==> src/design/err_report_regs.vh <==
// register offsets, field positions and reset values for the error registers
`ifndef ERR_REPORT_REGS_VH
`define ERR_REPORT_REGS_VH
`define SEV_OFFSET        12'h10c
`define COR_FLAGS_OFFSET  12'h110
`define COR_MASKS_OFFSET  12'h114
`define CAP_CTRL_OFFSET   12'h118
`define HDR_LOG0_OFFSET   12'h11c
`define HDR_LOG1_OFFSET   12'h120
`define HDR_LOG2_OFFSET   12'h124
`define HDR_LOG3_OFFSET   12'h128
`define COR_FLAGS_RESET   32'h00000000
`define COR_MASKS_RESET   32'h00002000
`define CAP_CTRL_RESET    32'h000000a0
`define SEV_LOW_NIBBLE    4'h1
`define COR_IMPL_BITS     32'h000031c1
`define BIT_RX_ERR        0
`define BIT_TLP_DEC       6
`define BIT_DLLP_DEC      7
`define BIT_ROLLOVER      8
`define BIT_TIMER         12
`define BIT_ADVISORY      13
`define BIT_CHK_EN        8
`define BIT_CHK_CAP       7
`define BIT_GEN_EN        6
`define BIT_GEN_CAP       5
`endif

==> src/design/correctable_error_reporting_regs.v <==
// correctable error status, mask and capability/control registers
`timescale 1ns/100ps
`include "err_report_regs.vh"

// How it works
// - flags stay set until written one
// - retransmit timer expiry sets bit 12
// - retransmit counter wrap sets bit 8
// - decode error in link packet sets 7
// - decode error in transaction packet sets 6
// - any decode error sets bit 0
// - advisory non-fatal report sets bit 13
// - mask blocks flag, message, log
// - mask resets to 0000 2000h
// - bit 8 enables crc checking, resets zero
// - bit 7 always reads one
// - bit 6 enables crc generation, resets zero
// - bit 5 always reads one
// - pointer records first uncorrectable error position
// - link, global, power-on resets restore defaults
// - reserved status/mask bits read zero
// - severity low bits read 0001b
// - control reserved bits zero, reset a0h
// - log captures latest error header
module correctable_error_reporting_regs (
   input  wire        clk,              // 25 mhz core clock
   input  wire        rst_b,            // power-on reset, active low
   input  wire        link_reset,       // fundamental link reset, sync
   input  wire        global_reset,     // global reset request, sync
   input  wire        cfg_wr,           // config write strobe, one cycle
   input  wire        cfg_rd,           // config read strobe, one cycle
   input  wire [11:0] cfg_addr,         // extended config byte address
   input  wire [3:0]  cfg_be,           // write byte enables
   input  wire [31:0] cfg_wdata,        // write data
   output reg  [31:0] cfg_rdata,        // read data, valid after cfg_rd
   output reg         cfg_rvalid,       // read data valid pulse
   input  wire        ev_retransmit_timer, // retransmit timer expired
   input  wire        ev_retransmit_wrap,  // retransmit counter wrapped
   input  wire        ev_decode_err,    // phy decode error, any time
   input  wire        rx_link_packet,   // link packet being received
   input  wire        rx_trans_packet,  // transaction packet being received
   input  wire        ev_advisory,      // advisory non-fatal reported
   input  wire        unc_err_valid,    // uncorrectable error detected
   input  wire [4:0]  unc_err_pos,      // its status bit position
   input  wire [31:0] unc_status,       // live uncorrectable flags
   input  wire [127:0] err_header,      // header of the erring packet
   output reg         cor_msg,          // correctable message request pulse
   output wire        end_to_end_crc_check_enable,    // check enable
   output wire        end_to_end_crc_generate_enable  // generate enable
);

   reg  [31:0] flags_r;
   reg  [31:0] masks_r;
   reg         chk_en_r;
   reg         gen_en_r;
   reg  [4:0]  first_err_r;
   reg  [127:0] hdr_log_r;
   reg  [31:0] wmask;
   reg  [31:0] ev_vec;
   reg  [31:0] rd_nxt;
   wire        soft_rst;
   wire [31:0] ev_taken;
   wire [31:0] cap_word;
   wire        wr_flags;
   wire        wr_masks;
   wire        wr_cap;
   integer     i;

   // link and global resets are synchronous clears on top of power-on
   assign soft_rst = link_reset | global_reset;

   // byte-enable expansion for writes
   always @*
   begin
      for (i = 0; i < 32; i = i + 1)
         wmask[i] = cfg_be[i / 8];
   end

   assign wr_flags = cfg_wr & (cfg_addr == `COR_FLAGS_OFFSET);
   assign wr_masks = cfg_wr & (cfg_addr == `COR_MASKS_OFFSET);
   assign wr_cap   = cfg_wr & (cfg_addr == `CAP_CTRL_OFFSET);

   // raw event vector at documented bit positions
   always @*
   begin
      ev_vec = 32'h00000000;
      ev_vec[`BIT_TIMER]    = ev_retransmit_timer;
      ev_vec[`BIT_ROLLOVER] = ev_retransmit_wrap;
      ev_vec[`BIT_DLLP_DEC] = ev_decode_err & rx_link_packet;
      ev_vec[`BIT_TLP_DEC]  = ev_decode_err & rx_trans_packet;
      ev_vec[`BIT_RX_ERR]   = ev_decode_err;
      ev_vec[`BIT_ADVISORY] = ev_advisory;
   end

   // masked events never reach flags or the message
   assign ev_taken = ev_vec & ~masks_r & `COR_IMPL_BITS;

   // status flags: set beats a same-cycle clear so no event is lost
   always @(posedge clk or negedge rst_b)
   begin
      if (!rst_b)
         flags_r <= `COR_FLAGS_RESET;
      else if (soft_rst)
         flags_r <= `COR_FLAGS_RESET;
      else if (wr_flags)
         flags_r <= (flags_r & ~(cfg_wdata & wmask)) | ev_taken;
      else
         flags_r <= flags_r | ev_taken;
   end

   // mask register, only implemented bits are writable
   always @(posedge clk or negedge rst_b)
   begin
      if (!rst_b)
         masks_r <= `COR_MASKS_RESET;
      else if (soft_rst)
         masks_r <= `COR_MASKS_RESET;
      else if (wr_masks)
         masks_r <= (masks_r & ~(wmask & `COR_IMPL_BITS)) |
                    (cfg_wdata & wmask & `COR_IMPL_BITS);
   end

   // crc enables in the low byte and bit 8
   always @(posedge clk or negedge rst_b)
   begin
      if (!rst_b)
      begin
         chk_en_r <= 1'b0;
         gen_en_r <= 1'b0;
      end
      else if (soft_rst)
      begin
         chk_en_r <= 1'b0;
         gen_en_r <= 1'b0;
      end
      else if (wr_cap)
      begin
         if (cfg_be[1])
            chk_en_r <= cfg_wdata[`BIT_CHK_EN];
         if (cfg_be[0])
            gen_en_r <= cfg_wdata[`BIT_GEN_EN];
      end
   end

   assign end_to_end_crc_check_enable    = chk_en_r;
   assign end_to_end_crc_generate_enable = gen_en_r;

   // first-error pointer; masking of uncorrectable errors is upstream,
   // so unc_err_valid arrives already filtered by that mask
   always @(posedge clk or negedge rst_b)
   begin
      if (!rst_b)
         first_err_r <= 5'h00;
      else if (soft_rst)
         first_err_r <= 5'h00;
      else if (unc_err_valid && (unc_status == 32'h00000000))
         first_err_r <= unc_err_pos;
   end

   // header log takes the newest unmasked error, corr or uncorr
   always @(posedge clk or negedge rst_b)
   begin
      if (!rst_b)
         hdr_log_r <= 128'h0;
      else if (soft_rst)
         hdr_log_r <= 128'h0;
      else if (unc_err_valid || (|ev_taken))
         hdr_log_r <= err_header;
   end

   // one message request per cycle with any unmasked event, except in a link or global reset cycle
   always @(posedge clk or negedge rst_b)
   begin
      if (!rst_b)
         cor_msg <= 1'b0;
      else
         cor_msg <= (|ev_taken) & ~soft_rst;
   end

   assign cap_word = {23'h000000, chk_en_r, 1'b1, gen_en_r, 1'b1,
                      first_err_r};

   // read mux; unmapped offsets read zero
   always @*
   begin
      case (cfg_addr)
         `SEV_OFFSET:       rd_nxt = {28'h0000000, `SEV_LOW_NIBBLE};
         `COR_FLAGS_OFFSET: rd_nxt = flags_r & `COR_IMPL_BITS;
         `COR_MASKS_OFFSET: rd_nxt = masks_r & `COR_IMPL_BITS;
         `CAP_CTRL_OFFSET:  rd_nxt = cap_word;
         `HDR_LOG0_OFFSET:  rd_nxt = hdr_log_r[31:0];
         `HDR_LOG1_OFFSET:  rd_nxt = hdr_log_r[63:32];
         `HDR_LOG2_OFFSET:  rd_nxt = hdr_log_r[95:64];
         `HDR_LOG3_OFFSET:  rd_nxt = hdr_log_r[127:96];
         default:           rd_nxt = 32'h00000000;
      endcase
   end

   // registered read data, one cycle after the strobe
   always @(posedge clk or negedge rst_b)
   begin
      if (!rst_b)
      begin
         cfg_rdata  <= 32'h00000000;
         cfg_rvalid <= 1'b0;
      end
      else
      begin
         cfg_rvalid <= cfg_rd;
         if (cfg_rd)
            cfg_rdata <= rd_nxt;
      end
   end

endmodule // correctable_error_reporting_regs

==> config.mk <==
export PLATFORM = sky130hd
export DESIGN_NAME = correctable_error_reporting_regs
export DESIGN_NICKNAME = d
export VERILOG_FILES = /design/src/design/correctable_error_reporting_regs.v
export VERILOG_INCLUDE_DIRS = /design/src /design/src/design
export SDC_FILE = /design/constraint.sdc
export NUM_CORES = 1
export LEC_CHECK = 0
export BUFFER_PORTS_ARGS = -buffer_cell sky130_fd_sc_hd__buf_2
export CORE_MARGIN = 4
export CORE_UTILIZATION = 25
export DETAILED_ROUTE_END_ITERATION = 8
export MAX_ROUTING_LAYER = met4
export SETUP_SLACK_MARGIN = 0.4
export SYNTH_ARGS = -nofsm -noshare
export SYNTH_HDL_FRONTEND = slang
export SYNTH_SLANG_ARGS = --single-unit
export TNS_END_PERCENT = 100
==> constraint.sdc <==
create_clock -name clk -period 4.7 [get_ports clk]
set_input_delay 0.94 -clock clk [delete_from_list [all_inputs] [get_ports clk]]
set_output_delay 0.94 -clock clk [all_outputs]
set_load 0.005 [all_outputs]
* Word-level counts from Yosys, hierarchy flattened *
Cells that the tools add are included.

cells by class
  equal/unequal tests = 8
  muxes and demuxes = 15
  bitwise logic cells = 18
  reduce and logical (&&, ||, !) cells = 12

operators by type and width
  operator               number
  $mux W128              2
  $pmux W32 S8           1
  $mux W32               4
  $and A32 B32 Y32       3
  $eq A12 B9 Y1 const B  8
  $or A32 B14 Y32        3
  $logic_not A32 Y1      1
  $not A14 Y32           1
  $not A32 Y32           1
  $and A14 B14 Y14       1
  $not A14 Y14           1
  $reduce_bool A2 Y1     6
  $mux W5                2
  $and A1 B1 Y1          6
  $mux W1                6
  $reduce_or A6 Y1       1
  $reduce_and A2 Y1      2
  $logic_and A1 B1 Y1    1
  $logic_or A1 B1 Y1     1
  $not A1 Y1             1
  $or A1 B1 Y1           1

storage, ports and cells
  register bits = 233
  input port bits = 226
  output and inout bits = 36

* Logic depth before layout (Yosys ltp) *
Gate-level depths: netlist (run 1).

  word-level depth = 6
  gate-level depth with buffers = 7
  depth with buffers taken out = 4

* Worst setup path before layout (run 1) *
OpenSTA, ideal clock, no wires.

  path type = in2reg
  start point = in cfg_addr[3]
  end point = reg cfg_rdata[10]
  setup time = 66 ps
  arrival time = 2,206 ps
  slack = 2,428 ps
  stages = 6
  path buffers = 2
  path through = clkbuf_1 nor4_1 nand3_1 nor4b_4 buf_6 a221o_1

on the way
  cells in the longest elaborated chain, start to end = 2

ends and longest elaborated chain
  item                    RTL line                                RTL
  start: declaration      correctable_error_reporting_regs.v:32   input wire [11:0] cfg_addr,
  $eq A12 B9 Y1           correctable_error_reporting_regs.v:186  case (cfg_addr)
  $pmux W32 S8 (*)        correctable_error_reporting_regs.v:186
  end signal: assignment  correctable_error_reporting_regs.v:211  cfg_rdata <= rd_nxt;
  end: declaration        correctable_error_reporting_regs.v:35   output reg [31:0] cfg_rdata,

Every way passes the cells marked *; elsewhere a longest branch is shown, timed or not.
A chain may end at the register's enable or synchronous reset.

* Worst setup path in the final report (run 1) *
  start point = in cfg_addr[5]
  end point = reg cfg_rdata[16]

Same word-level chain as after synthesis.

==> results of run 1 <==
-- logic make-up after synthesis --
| logic type | share of synthesized area [%] |
|---|---|
| AOI/OAI and AO/OA | 11.2 |
| xor gates and xnor gates | 0.0962 |
| buffers and inverters | 8.63 |
| DFF | 49.8 |
| muxes | 17.0 |
| and+or+nand+nor | 13.3 |
-- where the power goes --
group / total [W] / internal [W] / switching (W)
clock: 0.00148 / 0.000807 / 0.000676
combinational: 0.000322 / 0.000129 / 0.000193
sequential: 0.00163 / 0.00160 / 0.0000243
-- Yosys cell counts (all sizes together), types with 14 or more instances --
master   instances
dfrtp          180
mux2i          146
inv            135
nand2          132
nor2b           32
a22oi           30
clkbuf          29
buf             28
o2bb2ai         28
a221o           21
a21oi           14
nor2            14
-- worst paths after layout --
| check | slack (ns) | startpoint | endpoint | cells after the start |
|---|---|---|---|---|
| setup / recovery | 1.84 | cfg_addr[5] | cfg_rdata[16]$_DFFE_PN0P_ | 5 |
| hold / removal | 0.49 | cfg_rdata[5]$_DFFE_PN0P_ | cfg_rdata[5]$_DFFE_PN0P_ | 1 |
| setup reg to reg | 2.51 | masks_r[0]$_DFFE_PN0P_ | hdr_log_r[60]$_DFFE_PN0P_ | 5 |
| hold reg to reg | 0.49 | cfg_rdata[5]$_DFFE_PN0P_ | cfg_rdata[5]$_DFFE_PN0P_ | 1 |
| max in group asynchronous | 3.16 | rst_b | cfg_rdata[14]$_DFFE_PN0P_ | 2 |
| min in group asynchronous | 0.54 | rst_b | hdr_log_r[47]$_DFFE_PN0P_ | 1 |
-- per-layer routing --
metal  wire (um)  up-vias  track usage [%]
li1            -     3472                -
met1       13200     3508             19.5
met2       13700      256             24.7
met3        2030       24             4.27
met4         563        0             3.77
met5           0        -                -
-- cell type report --
type,instances,area share (%)
Sequential cell,181,39.9
Multi-Input combinational cell,521,33.6
Timing Repair Buffer,246,11.6
Tap cell,461,5.08
Inverter,136,4.49
Clock buffer,19,3.90
Clock inverter,13,1.29
Antenna cell,4,0.0881
-- sequential cells by signal (all words and copies together), names as in the netlist --
register and count:
cfg_rvalid 1, end_to_end_crc_check_enable 1, cfg_rdata 32, cor_msg 1, masks_r 6, end_to_end_crc_generate_enable 1, flags_r 6, first_err_r 5
hdr_log_r 128
-- stage by stage --
stage | util, % | worst slack (ns) | area, um2 | hold slack, ns | instances
after floorplan | - | 2.43 | 9110 | 0.478 | 895
after global placement | 30.1 | 1.43 | 10800 | 0.468 | 1545
after detailed placement | 30.1 | 1.39 | 10800 | 0.471 | 1545
after CTS | 31.8 | 1.86 | 11300 | 0.492 | 1577
after global routing | 31.8 | 1.75 | 11400 | 0.509 | 1580
final | 31.8 | 1.84 | 11400 | 0.491 | 1581
==> metrics.md, run 1 <==
| Metric | Value |
|---|---|
| Net total in the final layout | 1329 |
| Fill cell instance count of the final layout | approximately 3800 |
| Placed wire-length estimate | 20700 um |
| Worst-skew pair later-pin latency | approximately 0.44 ns |
| Final-report setup violation count | 0 |
| CTS root buf | clkbuf_16 |
| Placeable Area | 35700 um2 |
| Global-route usage over all layers | between 10% and 20% |
| Pin count of the biggest net entering global routing | 129 |
| Final GP Congestion | about 0.79 |
| Clock tree from TritonCTS | yes |
| Leading cell type in the layout, fill and taps excluded | buf_2 |
| Worst hold path class | reg2reg |
| Period minus WS final | 2.86 ns |
| Number of resized instances in the post-cts repair step | 0 |
| Final Hold Violating Endpoints | 0 |
| Post-synthesis cell count | 895 |
| Initial antenna violation count | 5 |
| Critical path's slowest cell | or4b_2 |
| Maximum ir drop on the vdd rail | 233 uV |
| Portion of synthesized cell area occupied by the leading cell type | 49.5% |
| Number of setup buffers added after CTS | 0 |
| Antenna-violating nets left | 0 |
| H-tree depth reported by CTS | 4 |
| Buffers & Inverters on Critical Path | 2 |
| Sum of routed wire length over all layers | 29500 um |
| Multi-input logic area | ~3800 um2 |
| Count of standard-cell rows | slightly below 70 |
| Number of global-route vias before repair | 7710 |
| Synth Warn # | 0 |
| Data arrival time of the critical path | 3.23 ns |
| Detailed-route DRC error count | 0 |
| Critical-path cell list | buf_2 -> or4b_2 -> nor4b_4 -> buf_4 -> a221o_1 |
| CTS max path bufs | 2 |
| Crit start category | input pin |
| Count of flip-flops with a built-in enable after synthesis | 0 |
| Reported leakage power | 6.04 nW |
| Unrepaired setup endpoints after global routing | no |
| Global route total overflow | 0 |
| First-pass detailed-route iteration total | 5 |
| Post-route clock skew | ~0.017 ns |
| #FFs+latches synth | 181 |
| Number of buffers inserted during clock tree synthesis | 17 |
| Count of cell types in the netlist | 49 |
| Clock Pin Slew Worst Setup and Hold Paths | 0.07 ns |
| Via total after detailed routing | around 7300 |
| Die area | ~40000 um2 |
| Area growth syn-to-layout | 24.7% |
| Overall power consumption | 0.00343 W |
| DRC violation total after the first TritonRoute iteration | 424 |
| Number of top-level pins | 262 |
| Crit. End Element | flip-flop |
| Reported max-cap violation count | 0 |
| Die width | 199 um |
| Post-Synthesis Cell Area | 9110 um2 |
| Number of pins with negative max-slew slack in the final report | 0 |
| Portion of the post-synthesis area used by sequential elements | 49.8% |
| Effective utilization at floorplan | around a quarter |
| Start-to-end type of the worst setup path | in2reg |
| Post-Synthesis Net Count | approximately 1100 |
| Die Span Y | 199 um |
| Routed wire per std cell | 18.7 um |
| Syn Area/Cell | 10.2 um2 |
| Wire length of the first global-routing pass | about 45000 um |
| Layout cells sized above 1 | 26.8% |
| Sinks on Clock Net | 181 |
| Relative max-transition margin | 25.3% |
| Slowest Stage Delay on Critical Path | 1.09 ns |
| Status | finished, final reports clean |
| Pwr per Cell Area | 302 nW/um2 |
| Number of buffers added to fix hold violations after cts | 0 |
| Library cell occupying the most area in the post-synthesis netlist | dfrtp_1 |
| Sequential Area | 4530 um2 |
| Critical path peak fanout | 27 |
| Fraction of registers with async set or reset after synthesis | 100% |
| IO Port Bufs | 233 |
| Setup TNS | 0 ns |
| Most frequent cells in the layout | buf_2, dfrtp_1, mux2i_1, inv_1, nand2_1 |
| Dominant synthesized flop cell | dfrtp_1 |
| Portion of the clock cycle consumed by the worst path in the final layout | 60.8% |
| Vias/cell | 4.59 |
| F_max | around 350 MHz |
| Dominant delay contributor by cell family on the critical path | simple AND/OR/NAND/NOR gates |
| Cell types with the largest area share after synthesis | dfrtp_1, mux2i_1, inv_1 |
| Worst path required time | 5.07 ns |
| Actual transition at the worst max-transition pin | roughly 1.1 ns |
No activity file was read; power rests on OpenSTA's default activity.
==> inputs of run 2 (changes only) <==
--- a/config.mk
+++ b/config.mk
@@ -6,6 +6,7 @@
 export SDC_FILE = /design/constraint.sdc
 export NUM_CORES = 1
 export LEC_CHECK = 0
+export ABC_AREA = 1
 export BUFFER_PORTS_ARGS = -buffer_cell sky130_fd_sc_hd__buf_2
 export CORE_MARGIN = 4
 export CORE_UTILIZATION = 25
==> constraint.sdc (replaced) <==
create_clock -name clk -period 2.71 [get_ports clk]
set_input_delay 0.542 -clock clk [delete_from_list [all_inputs] [get_ports clk]]
set_output_delay 0.542 -clock clk [all_outputs]
set_load 0.005 [all_outputs]
==> metrics.md, run 2 <==
| Metric | Value |
|---|---|
| Count of flip-flops with a built-in enable after synthesis | 0 (unchanged) |
| Most frequent cells in the layout | nand3_1, buf_2, dfrtp_1, inv_1, nand2_1 |
| Post-layout instance count excluding filler cells | 1767 (+12%) |
| F_max | between 400 and 500 MHz |
| Critical path's slowest cell | dfstp_2 |
| Top cell by count, worst path | nand2_1 |
| Fill cell instance count of the final layout | 3722 (-0.98%) |
| Net total in the final layout | 1520 (+14%) |
| Routed wire per std cell | 15.9 um (-15%) |
| Fraction of registers with async set or reset after synthesis | 100% (unchanged) |
| Final-report setup violation count | 0 (unchanged) |
| Portion of the post-synthesis area used by sequential elements | 51.8% (+2.0 points) |
| Library cell occupying the most area in the post-synthesis netlist | dfrtp_1 |
| Syn Area/Cell | 7.98 um2 (-22%) |
| Basic-gate share of the synthesized area counting and, or, nand and nor cells | 24.0% (+11 points) |
| Post-synthesis cell count | 1096 (+22%) |
| Post-Synthesis Cell Area | 8750 um2 (-4.0%) |
| Period minus WS final | 2.01 ns |
| Post-Synthesis Net Count | 1322 (+18%) |
| Synth Warn # | 0 (unchanged) |
| Portion of the clock cycle consumed by the worst path in the final layout | 74.1% |
| Unrepaired setup endpoints after global routing | no |
| Overall power consumption | 0.00595 W (+73%) |
| IO Port Bufs | 233 (unchanged) |
| Crit. End Element | flip-flop |
| Placeable Area | 34500 um2 (-3.4%) |
| Most frequent cells after synthesis | nand3_1, dfrtp_1, inv_1 |
| Detailed-route DRC error count | 0 (unchanged) |
| Initial antenna violation count | 5 (unchanged) |
| Antenna-violating nets left | 0 (unchanged) |
| Critical path depth | 8 (+3) |
| Slowest Stage Delay on Critical Path | 0.52 ns (-0.57 ns) |
| Data arrival time of the critical path | 2.31 ns (-0.92 ns) |
| Number of cells in the design after placement | 1730 (+12%) |
| Setup TNS | 0 ns (unchanged) |
| Clock Pin Slew Worst Setup and Hold Paths | 0.08 ns (about the same) |
| Area growth syn-to-layout | 25.6% |
| CP startpoint | masks_r[13]$_DFFE_PN1P_ |
| Effective utilization at floorplan | 25.3% (-0.16 points) |
| Worst path required time | 3.02 ns (-2.05 ns) |
| Share of the synthesized area in compound gates (AO/OA/AOI/OAI) | 13.0% (+1.8 points) |
| Critical-path cell list | inv_1 -> nand2_1 -> nand2_1 -> nor3_1 -> nand3_4 -> buf_12 -> nand3_1 -> o21ai_1 |
| Buffers & Inverters on Critical Path | 2 (unchanged) |
| Dominant combinational cell family by area after synthesis | simple AND/OR/NAND/NOR gates |
| Post-route clock skew | 0.0132 ns (-0.00366 ns) |
| Worst reg2reg startpoint | masks_r[13]$_DFFE_PN1P_ |
| Die Span Y | 195 um (-1.9%) |
| Die width | 195 um (-1.9%) |
| Worst hold path class | in2async |
| Global route total overflow | 0 (unchanged) |
| First-pass detailed-route iteration total | 5 (unchanged) |
| CTS root buf | clkbuf_16 |
| Final Hold Violating Endpoints | 0 (unchanged) |
| Portion of synthesized cell area occupied by the leading cell type | 51.5% (+2.0 points) |
| Registers with the highest flip-flop counts | hdr_log_r x128, cfg_rdata x32 |
| Pwr per Cell Area | 542 nW/um2 (+79%) |
| Cell types with the largest area share after synthesis | dfrtp_1, nand3_1, o21ai_1 |
| Leading cell type in the layout, fill and taps excluded | nand3_1 |
| Logic depth of the worst register-to-register path | 8 (+3) |
| Dominant synthesized flop cell | dfrtp_1 |
| Sinks on Clock Net | 181 (unchanged) |
| #FFs+latches synth | 181 (unchanged) |
| Number of global-route vias before repair | 7902 (+2.5%) |
| Maximum ir drop on the vdd rail | 427 uV (+83%) |
| Number of buffers inserted during clock tree synthesis | 17 (unchanged) |
| Most repeated cell in the gate-level netlist after synthesis | nand3_1 |
| Adder-cell share of the synthesized area | 0% (unchanged) |
| Pin count of the biggest net entering global routing | 157 (+22%) |
| Actual transition at the worst max-transition pin | 0.735 ns (-0.382 ns) |
| Sum of routed wire length over all layers | 28000 um (-5.0%) |
| Start-to-end type of the worst setup path | reg2reg |
| Global-route usage over all layers | 15.1% (-0.36 points) |
| DRC violation total after the first TritonRoute iteration | 472 (+11%) |
| Number of buffers added to fix hold violations after cts | 0 (unchanged) |
| Post-synthesis xor/xnor area fraction | 0% (-0.096 points) |
| Relative max-transition margin | 51.0% (+26 points) |
| Crit start category | flip-flop |
| Reported max-cap violation count | 0 (unchanged) |
| Worst-skew pair later-pin latency | 0.45 ns (about the same) |
| Reported leakage power | 5.30 nW (-12%) |
| Dominant delay contributor by cell family on the critical path | simple AND/OR/NAND/NOR gates |
| Vias/cell | 4.47 (-2.6%) |
| Count of standard-cell rows | 68 (-1.4%) |
| Flip-flop count of the largest register, all copies and words added | 128 (unchanged) |
| Number of top-level pins | 262 (unchanged) |
| H-tree depth reported by CTS | 4 (unchanged) |
| Via total after detailed routing | 7905 (+8.9%) |
| Placed wire-length estimate | 19200 um (-7.1%) |
| Top register by number of flip-flops | hdr_log_r |
| Final GP Congestion | 0.814 (+3.5%) |
| Clock tree from TritonCTS | yes |
| Critical path peak fanout | 156 (+480%) |
| Wire length of the first global-routing pass | 44100 um (-2.7%) |
| Count of cell types in the netlist | 24 (-51%) |
| Share of synthesized area spent on multiplexers | 0% (-17 points) |
| Die area | 38000 um2 (-3.8%) |
| Status | finished, final reports clean |
| CTS max path bufs | 2 (unchanged) |
| Layout cells sized above 1 | 23.0% (-3.8 points) |
| Number of pins with negative max-slew slack in the final report | 0 (unchanged) |
-- run 2: timing repair --
| item | CTS | global route |
|---|---|---|
| endpoints found under the hold margin | 0 | 0 |
| resized for setup | 0 | 1 |
| setup buffers | 0 | 0 |
| setup endpoints to repair | 0 | 15 |
-- run 2: layer usage --
layer	track usage [%]	vias to the layer above	share of wire, %
li1	-	3987	-
met4	3.21	0	1.1
met1	19.8	3662	46
met2	23.8	234	47
met5	-	-	0
met3	3.80	22	6.2
-- run 2: final timing paths --
check / end / slack [ns]
max: hdr_log_r[13]$_DFFE_PN0P_ / 0.70
min: cor_msg$_DFF_PN0_ / 0.05
max reg2reg: hdr_log_r[13]$_DFFE_PN0P_ / 0.70
min reg2reg: cfg_rdata[24]$_DFFE_PN0P_ / 0.48
max in group asynchronous: hdr_log_r[92]$_DFFE_PN0P_ / 1.84
min in group clk: hdr_log_r[39]$_DFFE_PN0P_ / 0.32
-- run 2: layout make-up --
type                       count  area (um2)  area share (%)
tap                          455         569            5.18
clock buffer                  17         425            3.87
antenna                        5        12.5           0.114
timing repair buffer         253        1430            13.0
inverter                     156         586            5.33
sequential                   181        4530            41.2
clock inverter                15         169            1.54
multi-input combinational    685        3260            29.7
-- run 2: logic make-up (layout without fill, tap and decap cells) --
family / Yosys count / count (layout)
AO/OA/AOI/OAI: 226 / 226
buffers and inverters: 230 / 441
AND/OR/NAND/NOR: 459 / 459
flip-flops: 181 / 181
other: 0 / 5
-- run 2: per-stage QoR --
stage / area, um2 / setup slack [ns] / utilization, % / hold slack [ns]
after detailed placement: 10400 / 0.362 / 30.0 / 0.462
final: 11000 / 0.701 / 31.8 / 0.0495
after floorplan: 8750 / 1.09 / - / 0.246
after global routing: 11000 / 0.519 / 31.8 / 0.0964
after global placement: 10400 / 0.321 / 30.0 / 0.458
after CTS: 11000 / 0.608 / 31.8 / 0.0922
-- run 2: power breakdown --
group / internal [W] / switching [W] / leakage (nW)
sequential: 0.00279 / 0.0000408 / 2.45
combinational: 0.000197 / 0.000299 / 2.56
clock: 0.00139 / 0.00124 / 0.289
total: 0.00437 / 0.00158 / 5.30
==> inputs of run 3 (changes only) <==
==> constraint.sdc (replaced) <==
create_clock -name clk -period 1.6 [get_ports clk]
set_input_delay 0.32 -clock clk [delete_from_list [all_inputs] [get_ports clk]]
set_output_delay 0.32 -clock clk [all_outputs]
set_load 0.005 [all_outputs]
==> metrics.md, run 3 (same netlist as run 2, synthesis figures left out) <==
| Metric | Value |
|---|---|
| Status | complete, but fails checks |
| Violations in the final reports | setup timing |
| CTS root buf | clkbuf_16 |
| Power share of the combinational group | 11.2% (+2.9 points) |
| Crit. End Element | flip-flop |
| Critical path peak fanout | 16 (-90%) |
| Registers with the highest flip-flop counts | hdr_log_r x128, cfg_rdata x32 |
| Number of buffers inserted during clock tree synthesis | 17 (unchanged) |
| Worst reg2reg startpoint | masks_r[13]$_DFFE_PN1P_ |
| Final Hold Violating Endpoints | 0 (unchanged) |
| Number of top-level pins | 262 (unchanged) |
| Die Span Y | 195 um (unchanged) |
| Global route total overflow | 0 (unchanged) |
| H-tree depth reported by CTS | 4 (unchanged) |
| Count of standard-cell rows | 68 (unchanged) |
| Area growth syn-to-layout | 53.3% |
| Top register by number of flip-flops | hdr_log_r |
| Global-route usage over all layers | 16.9% (+1.8 points) |
| Layout cells sized above 1 | 42.4% (+19 points) |
| Worst path required time | 1.93 ns (-1.09 ns) |
| Sum of routed wire length over all layers | 34700 um (+24%) |
| Final core area utilization | 38.8% (+7.0 points) |
| First-pass detailed-route iteration total | 4 (-1) |
| Data arrival time of the critical path | 2.00 ns (-0.31 ns) |
| Worst-skew pair later-pin latency | 0.46 ns (about the same) |
| Detailed-route DRC error count | 0 (unchanged) |
| CTS max path bufs | 2 (unchanged) |
| Portion of the clock cycle consumed by the worst path in the final layout | 104% (+30 points) |
| Share of total power consumed by net switching | 27.4% (+0.89 points) |
| Register share of total power | 47.7% (+0.2 points) |
| Final GP Congestion | 0.804 (-1.3%) |
| Unrepaired setup endpoints after global routing | yes |
| Die area | 38000 um2 (unchanged) |
| Flip-flop count of the largest register, all copies and words added | 128 (unchanged) |
| IO Port Bufs | 233 (unchanged) |
| Most frequent cells in the layout | buf_2, dfrtp_1, inv_1, o21ai_1, nand3_1 |
| Clk pwr share | 41.1% (-3.1 points) |
| Start-to-end type of the worst setup path | reg2reg |
| Sinks on Clock Net | 181 (unchanged) |
| Leading cell type in the layout, fill and taps excluded | buf_2 |
| Overall power consumption | 0.0101 W (+69%) |
| Actual transition at the worst max-transition pin | 0.467 ns (-0.268 ns) |
| Worst hold path class | in2reg |
| Routed wire per std cell | 18.5 um (+17%) |
| Logic depth of the worst register-to-register path | 9 (+1) |
| Source of the worst hold timing path | err_header[4] |
| Vias/cell | 4.63 (+3.4%) |
| Critical-path cell list | inv_2 -> nand2_2 -> nand2_2 -> nor3_4 -> nand3_4 -> buf_12 -> clkbuf_16 -> nand3_1 -> o21ai_0 |
| Worst path setup slack after routing | -0.0705 ns (-0.771 ns) |
| Slowest Stage Delay on Critical Path | 0.53 ns (about the same) |
| Via total after detailed routing | 8660 (+9.6%) |
| Critical path's slowest cell | dfstp_2 |
| R2r endpoint | hdr_log_r[42]$_DFFE_PN0P_ |
| Placement Cell Area | 11100 um2 (+7.3%) |
| Period minus WS final | 1.67 ns (-0.339 ns) |
| Relative max-transition margin | 68.8% (+18 points) |
| Net total in the final layout | 1624 (+6.8%) |
| Wire length of the first global-routing pass | 49200 um (+12%) |
| Reported max-cap violation count | 0 (unchanged) |
| Finished layout cell area | 13400 um2 (+22%) |
| Final-report setup violation count | 106 (+106) |
| Clock tree from TritonCTS | yes |
| Number of global-route vias before repair | 8724 (+10%) |
| Internal reg-to-reg setup slack | -0.07 ns (-0.77 ns) |
| Pwr per Cell Area | 752 nW/um2 (+39%) |
| Initial antenna violation count | 6 (+1) |
| Antenna-violating nets left | 0 (unchanged) |
| Effective utilization at floorplan | 25.3% (unchanged) |
| Number of pins with negative max-slew slack in the final report | 0 (unchanged) |
| Die width | 195 um (unchanged) |
| Hold path endpoint | hdr_log_r[4]$_DFFE_PN0P_ |
| DRC violation total after the first TritonRoute iteration | 558 (+18%) |
| Clock Pin Slew Worst Setup and Hold Paths | 0.08 ns (about the same) |
| Post-route clock skew | 0.0137 ns (+0.000515 ns) |
| Crit start category | flip-flop |
| Placed wire-length estimate | 21000 um (+9.3%) |
| Placeable Area | 34500 um2 (unchanged) |
| Top cell by count, worst path | nand2_2 |
| F_max | 599 MHz (+20%) |
| Reported leakage power | 6.27 nW (+18%) |
| Pin count of the biggest net entering global routing | 85 (-46%) |
| Sw power | 0.00276 W (+75%) |
| Maximum ir drop on the vdd rail | 758 uV (+78%) |
| Number of stages on the worst hold path | 3 |
| Internal power contribution | 0.00732 W (+67%) |
## run 3: per-stage QoR
stage	hold WS [ns]	instances	TNS, ns	worst slack, ns
5_1_grt	0.0892	1871	-11.94	-0.146
2_1_floorplan	0.0244	1096	0	0.140
6_report	0.101	1872	-2.94	-0.0705
4_1_cts	0.0797	1812	-8.19	-0.108
3_3_place_gp	0.222	1772	-12.39	-0.231
3_5_place_dp	0.223	1772	-15.61	-0.253
## run 3: layer usage
layer	share of wire, %	global-route usage (%)	wire [um]
met5	0	-	0
met2	47	26.2	16500
met4	1.4	4.24	489
met3	5.0	3.45	1740
met1	46	22.8	16000
## run 3: cell type report
type,count,area (um2)
Sequential cell,181,4530
Clock inverter,12,97.6
Multi-Input combinational cell,685,4180
Fill cell,3555,21100
Antenna cell,6,15.0
Inverter,156,591
Clock buffer,20,457
Tap cell,455,569
Timing Repair Buffer,357,2970
## run 3: power by group through the flow
| stage | Combinational [W] | Sequential, W | Clock (W) |
|---|---|---|---|
| 6_report | 0.00113 | 0.00480 | 0.00414 |
| 5_1_grt | 0.00126 | 0.00482 | 0.00444 |
| 4_1_cts | 0.00101 | 0.00480 | 0.00424 |
| 3_5_place_dp | 0.000970 | 0.00489 | 0 |
| 3_3_place_gp | 0.000961 | 0.00488 | 0 |
| 2_1_floorplan | 0.000404 | 0.00487 | 0 |
## run 3: timing repair
action                     4_1_cts  5_1_grt
hold endpoints to repair        19        0
pin swaps                        9       55
setup buffers                    2       34
gates cloned                     5       20
setup endpoints to repair      189      205
resized for setup               46      147
hold buffers                     1        0
## run 3: critical path, delay by kind of cell (launching register included)
family | cells | cell delay, ns
AO/OA/AOI/OAI | 1 | 0.08
buffers and inverters | 3 | 0.45
flip-flops | 1 | 0.53
AND/OR/NAND/NOR | 5 | 0.47
## run 3: worst max-delay path by stage
stage	to	slack [ns]	start
floorplan	hdr_log_r[52]$_DFFE_PN0P_	0.14	masks_r[13]$_DFFE_PN1P_
global placement	cfg_rdata[13]$_DFFE_PN0P_	-0.23	cfg_addr[11]
detailed placement	cfg_rdata[13]$_DFFE_PN0P_	-0.25	cfg_addr[11]
CTS	hdr_log_r[5]$_DFFE_PN0P_	-0.11	masks_r[13]$_DFFE_PN1P_
global route	hdr_log_r[42]$_DFFE_PN0P_	-0.15	masks_r[13]$_DFFE_PN1P_
finish	hdr_log_r[42]$_DFFE_PN0P_	-0.07	masks_r[13]$_DFFE_PN1P_
